$ cat src/shared/sccr_defs.svh
// register indices, field positions, reset values and timing counts
`ifndef SCCR_DEFS_SVH
`define SCCR_DEFS_SVH

// register indices; byte address is four times the index
`define SCCR_IDX_CTRL 8'h1c
`define SCCR_IDX_TRP 8'h1f

// control register fields
`define SCCR_BIT_UCLK 3
`define SCCR_BIT_DSUSP 4
`define SCCR_BIT_SCLK 6
`define SCCR_BIT_PS2 7
`define SCCR_DSUSP_MASK 8'h10
`define SCCR_CTRL_RST 8'h00

// table-read high pointer: address bits 10..8 in bits 2..0
`define SCCR_TRP_W 3
`define SCCR_TRP_LSB 8
`define SCCR_TRP_RST 3'h0

// timing
`define SCCR_CLK_PERIOD_NS 40
`define SCCR_WDT_SYS_DIV 4

`endif

$ cat src/shared/sccr_pkg.sv
// types shared by the clock control block
package sccr_pkg;

	typedef logic [7:0] sccr_byte_t;

	// watchdog clock source chosen at build time
	typedef enum logic {
		SCCR_WDT_SYS4,
		SCCR_WDT_RC
	} sccr_wdt_src_t;

endpackage

$ cat src/hw/sccr_wdt_clk.sv
// watchdog clock source selection and gating
`timescale 1ns/100ps
`default_nettype none
`include "sccr_defs.svh"

module sccr_wdt_clk #(
	parameter sccr_pkg::sccr_wdt_src_t SRC = sccr_pkg::SCCR_WDT_RC,
	parameter bit NORMAL_EN = 1'b0
) (
	input wire logic clk_sys_i,
	input wire logic sys_rst_i,
	input wire logic ce_i,
	input wire logic halt_i,
	input wire logic rc_osc_i,
	output logic tick_o
);

	logic rc_s1;
	logic rc_s2;
	logic rc_s3;
	logic [1:0] div;
	wire rc_edge = rc_s2 & ~rc_s3;
	wire sys_edge = (div == 2'(`SCCR_WDT_SYS_DIV - 1));
	wire src_edge = (SRC == sccr_pkg::SCCR_WDT_RC) ? rc_edge : sys_edge;
	// outside halt the watchdog only counts when the build enables it
	wire run = NORMAL_EN | halt_i;

	always_ff @(posedge clk_sys_i) begin
		if (sys_rst_i) begin
			rc_s1 <= 1'b0;
			rc_s2 <= 1'b0;
			rc_s3 <= 1'b0;
			div <= 2'h0;
			tick_o <= 1'b0;
		end else if (ce_i) begin
			rc_s1 <= rc_osc_i;
			rc_s2 <= rc_s1;
			rc_s3 <= rc_s2;
			div <= div + 2'h1;
			tick_o <= run & src_edge;
		end
	end
endmodule
`default_nettype wire

$ cat src/hw/sccr_table_read_high_pointer.sv
// table-read high pointer capture
`timescale 1ns/100ps
`default_nettype none
`include "sccr_defs.svh"

module sccr_trp #(
	parameter bit EN = 1'b0
) (
	input wire logic clk_sys_i,
	input wire logic sys_rst_i,
	input wire logic ce_i,
	input wire logic tbl_read_i,
	input wire logic [10:0] tbl_addr_i,
	output logic [`SCCR_TRP_W-1:0] ptr_o
);

	genvar i;
	generate
		for (i = 0; i < `SCCR_TRP_W; i++) begin : g_bit
			always_ff @(posedge clk_sys_i) begin
				if (sys_rst_i) begin
					ptr_o[i] <= 1'b0;
				end else if (ce_i && tbl_read_i && EN) begin
					ptr_o[i] <= tbl_addr_i[`SCCR_TRP_LSB + i];
				end
			end
		end
	endgenerate
endmodule
`default_nettype wire

$ cat src/hw/sccr_top.sv
// system clock control register block with classic wishbone slave
//
// Notes on behaviour
// - control bit 3 runs the usb clock when one and stops it when zero.
// - deep suspend before halt cuts power and disables low-voltage reset.
// - in usb mode the deep-suspend bit never becomes one.
// - control bit 6 picks 12 MHz when zero and 6 MHz when one.
// - control bit 7 is a firmware flag marking ps2 mode, reset to zero.
// - the pointer shows table-read address bits 10..8 in bits 2..0.
// - the pointer exists only when the build enables it.
// - the build picks the watchdog source: rc oscillator or system/4.
// - the build enables or disables the watchdog clock in normal mode.
// - usb mode is active while the usb select bit is one.
//
// Design decision made here: register access over Wishbone.
`timescale 1ns/100ps
`default_nettype none
`include "sccr_defs.svh"

module sccr_top #(
	parameter int ADDR_W = 8,
	parameter bit TRP_EN = 1'b0,
	parameter sccr_pkg::sccr_wdt_src_t WDT_SRC = sccr_pkg::SCCR_WDT_RC,
	parameter bit WDT_NORMAL_EN = 1'b0
) (
	input wire logic clk_sys_i,
	input wire logic sys_rst_i,
	input wire logic ce_i,
	input wire logic wb_cyc_i,
	input wire logic wb_stb_i,
	input wire logic wb_we_i,
	input wire logic [ADDR_W-1:0] wb_adr_i,
	input wire logic [3:0] wb_sel_i,
	input wire logic [31:0] wb_dat_i,
	output logic [31:0] wb_dat_o,
	output logic wb_ack_o,
	input wire logic usb_mode_select_i,
	input wire logic halt_i,
	input wire logic tbl_read_i,
	input wire logic [10:0] tbl_addr_i,
	input wire logic rc_osc_i,
	output logic usb_clock_enable_o,
	output logic deep_suspend_power_cut_o,
	output logic system_clock_select_o,
	output logic ps2_mode_indicator_o,
	output logic low_voltage_reset_en_o,
	output logic power_reduced_o,
	output logic wdt_tick_o
);

	////////////////////////////////////////////////////////////////////////
	// build-time checks

	generate
		if (ADDR_W < 7 || ADDR_W > 32) begin : g_bad_addr
			$error("sccr_top: ADDR_W must lie in 7..32");
		end
	endgenerate

	localparam logic [ADDR_W-1:0] CTRL_ADDR =
		ADDR_W'({`SCCR_IDX_CTRL, 2'b00});
	localparam logic [ADDR_W-1:0] TRP_ADDR =
		ADDR_W'({`SCCR_IDX_TRP, 2'b00});

	////////////////////////////////////////////////////////////////////////
	// state

	sccr_pkg::sccr_byte_t ctrl;
	logic [`SCCR_TRP_W-1:0] trp;

	////////////////////////////////////////////////////////////////////////
	// bus decode

	wire bus_req = wb_cyc_i & wb_stb_i;
	wire hit_ctrl = (wb_adr_i == CTRL_ADDR);
	// with the option off the pointer is simply not mapped
	wire hit_trp = (wb_adr_i == TRP_ADDR) & TRP_EN;
	wire next_ack = bus_req & ~wb_ack_o;
	// the write lands on the edge that also sees the ack
	wire wr_ctrl = bus_req & wb_we_i & wb_ack_o & hit_ctrl & wb_sel_i[0];

	wire [31:0] rd_ctrl = {24'h00_0000, ctrl};
	wire [31:0] rd_trp = {29'h0000_0000, trp};
	wire [31:0] next_dat =
		hit_ctrl ? rd_ctrl :
		hit_trp ? rd_trp :
		32'h0000_0000;

	////////////////////////////////////////////////////////////////////////
	// control register next value

	wire usb_mode = usb_mode_select_i;
	wire [7:0] wr_val = wb_dat_i[7:0];
	// bits 3, 6, 7 and the reserved bits take the written value as is
	wire [7:0] next_ctrl_raw = wr_ctrl ? wr_val : ctrl;
	// usb mode also knocks down a bit that was set before it began
	wire [7:0] ds_block = usb_mode ? `SCCR_DSUSP_MASK : 8'h00;
	wire [7:0] next_ctrl = next_ctrl_raw & ~ds_block;
	wire next_ds = next_ctrl[`SCCR_BIT_DSUSP];

	////////////////////////////////////////////////////////////////////////
	// registers

	always_ff @(posedge clk_sys_i) begin
		if (sys_rst_i) begin
			wb_ack_o <= 1'b0;
			wb_dat_o <= 32'h0000_0000;
		end else if (ce_i) begin
			wb_ack_o <= next_ack;
			if (next_ack) begin
				wb_dat_o <= next_dat;
			end
		end
	end

	always_ff @(posedge clk_sys_i) begin
		if (sys_rst_i) begin
			ctrl <= `SCCR_CTRL_RST;
		end else if (ce_i) begin
			ctrl <= next_ctrl;
		end
	end

	// reset guard follows the bit in the same edge, no window with both on
	always_ff @(posedge clk_sys_i) begin
		if (sys_rst_i) begin
			low_voltage_reset_en_o <= 1'b1;
			power_reduced_o <= 1'b0;
		end else if (ce_i) begin
			low_voltage_reset_en_o <= ~next_ds;
			power_reduced_o <= next_ds & halt_i;
		end
	end

	assign usb_clock_enable_o = ctrl[`SCCR_BIT_UCLK];
	assign deep_suspend_power_cut_o = ctrl[`SCCR_BIT_DSUSP];
	assign system_clock_select_o = ctrl[`SCCR_BIT_SCLK];
	assign ps2_mode_indicator_o = ctrl[`SCCR_BIT_PS2];

	////////////////////////////////////////////////////////////////////////
	// build-time option blocks

	sccr_trp #(
		.EN(TRP_EN)
	) u_trp (
		.clk_sys_i(clk_sys_i),
		.sys_rst_i(sys_rst_i),
		.ce_i(ce_i),
		.tbl_read_i(tbl_read_i),
		.tbl_addr_i(tbl_addr_i),
		.ptr_o(trp)
	);

	sccr_wdt_clk #(
		.SRC(WDT_SRC),
		.NORMAL_EN(WDT_NORMAL_EN)
	) u_wdt (
		.clk_sys_i(clk_sys_i),
		.sys_rst_i(sys_rst_i),
		.ce_i(ce_i),
		.halt_i(halt_i),
		.rc_osc_i(rc_osc_i),
		.tick_o(wdt_tick_o)
	);
endmodule
`default_nettype wire

$ cat config.mk
export PLATFORM = sky130hd
export DESIGN_NAME = sccr_top
export DESIGN_NICKNAME = d
export VERILOG_FILES = /design/src/shared/sccr_pkg.sv /design/src/hw/sccr_wdt_clk.sv /design/src/hw/sccr_table_read_high_pointer.sv /design/src/hw/sccr_top.sv
export VERILOG_INCLUDE_DIRS = /design/src /design/src/shared
export SDC_FILE = /design/constraint.sdc
export NUM_CORES = 1
export LEC_CHECK = 0
export ABC_CLOCK_PERIOD_IN_PS = 2380
export BUFFER_PORTS_ARGS = -buffer_cell sky130_fd_sc_hd__buf_2
export CORE_MARGIN = 2
export CORE_UTILIZATION = 37
export CTS_CLUSTER_SIZE = 12
export DETAILED_ROUTE_END_ITERATION = 10
export PLACE_DENSITY = 0.78
export SYNTH_ARGS = -nofsm -noshare
export SYNTH_HDL_FRONTEND = slang
export SYNTH_SLANG_ARGS = --single-unit
export TNS_END_PERCENT = 5
$ cat constraint.sdc
create_clock -name clk_sys_i -period 2.38 [get_ports clk_sys_i]
set_input_delay 0.476 -clock clk_sys_i [delete_from_list [all_inputs] [get_ports clk_sys_i]]
set_output_delay 0.476 -clock clk_sys_i [all_outputs]
set_load 0.01 [all_outputs]
## Yosys cells after proc, flatten, opt, wreduce, memory -nomap -nowiden

Cells that the tools add are included.
Widths: inputs -> output; s select.

| operators by class | value |
|---|---|
| multiplexer cells | 3 |
| reduce and logical (&&, ||, !) cells | 1 |
| bitwise operators | 14 |
| eq/ne operators | 1 |

Operators by type and width:

| kind | count |
|---|---|
| $mux 8 | 2 |
| $and 1x1->1 | 9 |
| $and 8x8->8 | 1 |
| $eq 8x7->1 const B | 1 |
| $not 5->8 | 1 |
| $mux 5 | 1 |
| $not 1->1 | 3 |
| $reduce_and 2->1 | 1 |

| word-level totals | value |
|---|---|
| word-level logic and storage cells | 28 |
| bits of input ports | 65 |
| output and inout port bits | 40 |
| register bits | 47 |

## Logic depth before layout (Yosys ltp)

| depth | value |
|---|---|
| depth after elaboration | 8 |
| depth in mapped cells | 5 |
| depth with buffers taken out | 4 |

## By module

From an unflattened synthesis, not the netlist that was laid out.

| unflattened totals | value |
|---|---|
| cell total of the unflattened synthesis | 137 |
| area, all modules | 1253.7 µm² |

By module, submodules not included:

| module | cells each | times used | area an instance (µm²) |
|---|---|---|---|
| sccr_top | 123 | 1 | 1103.6 |
| sccr_wdt_clk | 14 | 1 | 150.1 |

## Worst setup path before layout

No wires, ideal clock.

| path | value |
|---|---|
| kind | input-to-reg |
| start point | input port wb_adr_i[3] |
| end point | register power_reduced_o |
| setup time | 0.060 ns |
| stages | 5 |
| arrival | 1.809 ns |
| data required time | 2.320 ns |
| buffers on the path | 1 |
| setup slack | 0.512 ns |
| path through | or4_4 > nor4_4 > buf_6 > mux2i_1 > and3b_1 |

| on the way | value |
|---|---|
| cells in the longest elaborated chain, start to end | 6 |

RTL lines:

| what | RTL line | source |
|---|---|---|
| from (decl) | sccr_top.sv:32 | `input wire logic [ADDR_W-1:0] wb_adr_i,` |
| $eq 8x7->1 | sccr_top.sv:75 | `wire hit_ctrl = (wb_adr_i == CTRL_ADDR);` |
| $and 1x1->1 (2 in series) | sccr_top.sv:80 | `wire wr_ctrl = bus_req & wb_we_i & wb_ack_o & hit_ctrl & wb_sel_i[0];` |
| $mux 8 | sccr_top.sv:95 | `wire [7:0] next_ctrl_raw = wr_ctrl ? wr_val : ctrl;` |
| $and 8x8->8 | sccr_top.sv:98 | `wire [7:0] next_ctrl = next_ctrl_raw & ~ds_block;` |
| $and 1x1->1 | sccr_top.sv:131 | `power_reduced_o <= next_ds & halt_i;` |
| to (signal assigned) | sccr_top.sv:131 |  |
| to (decl) | sccr_top.sv:47 | `output logic power_reduced_o,` |

Every way passes these cells.
A chain may end at the register's enable or synchronous reset.

## Worst setup path in the final report

Same ends and word-level chain as after synthesis.

==> impl_metrics.json <==
{
  "max_stage_delay_ps": 550,
  "synth_area_per_cell_um2": 9.10,
  "ios": 105,
  "die_area_mm2": 0.00356,
  "placementRows": 20,
  "ir_drop_mv": 0.368,
  "wl_per_cell_um": 11.1,
  "die_w_um": 59.7,
  "hold_buffers": 0,
  "synth_flop_cell": "dfxtp_1",
  "status": "finished clean",
  "initial_core_util_pct": 38.2,
  "arrival_ps": 1980,
  "path_depth": 5,
  "fin_util_pct": 43.9,
  "drtAntennaViolNets": 0,
  "drtIter0Drc": 29,
  "syn_to_final_growth_pct": 15.1,
  "fillers": 321,
  "tritoncts": "done",
  "cp.required_ps": 2630,
  "r2r_cells": 4,
  "grt_usage_pct": 12.7,
  "hpwl_mm": 1.64,
  "critical_path_class": "input pin to register",
  "numCtsBuffers": 3,
  "yosysTopAreaCellShare_pct": 40.2,
  "crit_path_cell_trace": "buf_2 -> or4_4 -> nor4_4 -> mux2i_1 -> and3b_1",
  "final_hold_viol_count": 0,
  "regArea_um2": 460,
  "n_antenna_cell": 0,
  "htree_levels": 1,
  "yosys.area.top_type": "dfxtp_1",
  "vias_per_cell": 4.51,
  "post_cts_buffers": 0,
  "period_minus_slack_ps": 1720,
  "ys_seq_area_share_pct": 40.2,
  "drtPass1Iterations": 4,
  "maxSlewHeadroom_pct": 60.7,
  "num_vias": 901,
  "gp_congestion": 0.659,
  "tightest_slew_ps": 587,
  "p_per_area_mw_per_mm2": 484,
  "cp-end-kind": "register",
  "numClockSinks": 23,
  "hold_path_depth": 3,
  "clockRootBuffer": "clkbuf_4",
  "rsz0062_at_grt": "no",
  "grt_pass1_wl_mm": 3.38,
  "cap_violations": 0,
  "cp_max_fo": 5,
  "coreArea_mm2": 0.00300,
  "min_path_type": "input pin to register",
  "overflow": 0,
  "fin_crit_sh_pct": 72.4,
  "die_h_um": 59.7,
  "postSynth.asyncResetShare_pct": 0,
  "ys_types": 24,
  "post_cts_resized": 0,
  "ys_warn_count": 0,
  "clock_skew_ps": 3.32,
  "max_freq_mhz": 580,
  "grt_max_degree": 31,
  "ys_ff_latch": 23,
  "clk_latency_ps": 300,
  "multi_input_area_um2": 558,
  "fin_nets": 233,
  "synth_area_mm2": 0.00115,
  "cts.clk_slew.worst_paths_ps": 120,
  "io_buffers": 41,
  "design_area_mm2": 0.00132,
  "cts_buffer_depth": 2,
  "p_leak_nw": 0.610,
  "setup_viol": 0,
  "wirelength_mm": 2.21,
  "slowest_stage": "or4_4",
  "path_buf_inv": 1,
  "critical-path-top-delay-family": "simple AND/OR/NAND/NOR gates",
  "drc_errors": 0,
  "synth_area_leaders": "dfxtp_1 (40%), buf_4 (16%), nand4b_1 (7.6%)",
  "syn_inst": 126,
  "final_max_slew_viol_count": 0,
  "critPathLaunchType": "input pin",
  "grt_pass1_vias": 760,
  "drive_above_1_share_pct": 31.1,
  "place_area_mm2": 0.00129,
  "setup_tns_ps": 0,
  "antenna_found_initial": 0,
  "synth_edf_count": 0
}
Yosys cell counts, types with 2 or more instances:
library cell  count
buf_4            24
dfxtp_1          23
nor2_1           14
nand2b_1         10
nand4b_1         10
a22oi_1           8
o21ai_1           7
clkbuf_1          5
mux2i_1           4
nand2_1           3
nor2b_1           3
a21oi_1           2
nand3_1           2
routing by layer:
layer  vias to the layer above  part of all wire, %  GRT usage [%]
met2                        29                   49           21.4
met3                         2                  5.0           3.90
met5                         -                    0              0
li1                        468                    -              -
met4                         0                 0.59           1.90
met1                       402                   46           16.1
metrics by stage:
stage	power (mW)	std cells	setup slack, ps	hold WS (ps)
floorplan	0.472	149	512	442
global route	0.678	200	573	397
global placement	0.472	196	341	455
detailed placement	0.472	196	323	456
finish	0.638	200	656	404
CTS	0.652	200	662	387
final timing paths:
check                    from              end  slack (ps)
setup / recovery  wb_adr_i[3]  power_reduced_o         660
hold / removal       rc_osc_i      u_wdt.rc_s1         400
setup reg to reg     wb_ack_o      wb_dat_o[0]         940
hold reg to reg       ctrl[2]          ctrl[2]         480
sequential cells by signal, indices dropped and copies added (netlist names):
signal	flops
u_wdt.tick_o	1
wb_dat_o	8
u_wdt.rc_s2	1
wb_ack_o	1
low_voltage_reset_en_o	1
u_wdt.rc_s1	1
power_reduced_o	1
u_wdt.rc_s3	1
ctrl	8
final cells by class:
| cell class | instances | share of cell area [%] |
|---|---|---|
| Multi-Input combinational cell | 95 | 42.3 |
| Sequential cell | 23 | 34.9 |
| Timing Repair Buffer | 44 | 17.3 |
| Tap cell | 33 | 3.13 |
| Clock buffer | 3 | 1.71 |
| Clock inverter | 1 | 0.380 |
| Inverter | 1 | 0.285 |
layout by cell type (no fill, tap or decap), types with 2 or more instances in the layout:
cell type | synthesis | final
buf_2 | 0 | 41
conb_1 | 1 | 24
dfxtp_1 | 23 | 23
nor2_1 | 14 | 14
nand4b_1 | 10 | 10
nand2b_1 | 10 | 10
a22oi_1 | 8 | 8
o21ai_1 | 7 | 7
mux2i_1 | 4 | 4
nand2_1 | 3 | 3
nor2b_1 | 3 | 3
clkbuf_4 | 0 | 3
buf_4 | 24 | 3
nand3_1 | 2 | 2
a21oi_1 | 2 | 2
kinds of logic (layout without fill, tap and decap cells):
group           count (synthesis)  in the layout  share of synthesized area [%]
compound gates                 19             19                           10.2
buf+inv                        31             49                           18.7
flops                          23             23                           40.2
mux                             4              4                           3.49
other cells                     1             24                          0.327
simple gates                   48             48                           27.2
worst register-to-register path: cells and delay by family, from the launching register on:
family / cells / cell delay, ps
compound gates: 1 / 130
simple gates: 3 / 880
flops: 1 / 360
report_power, final:
part / internal, mW / switching (mW) / leakage (nW)
clock network: 0.0626 / 0.111 / 0.0177
registers: 0.388 / 0.00237 / 0.186
logic: 0.0289 / 0.0445 / 0.407
Power figures use the tool's default switching activity.
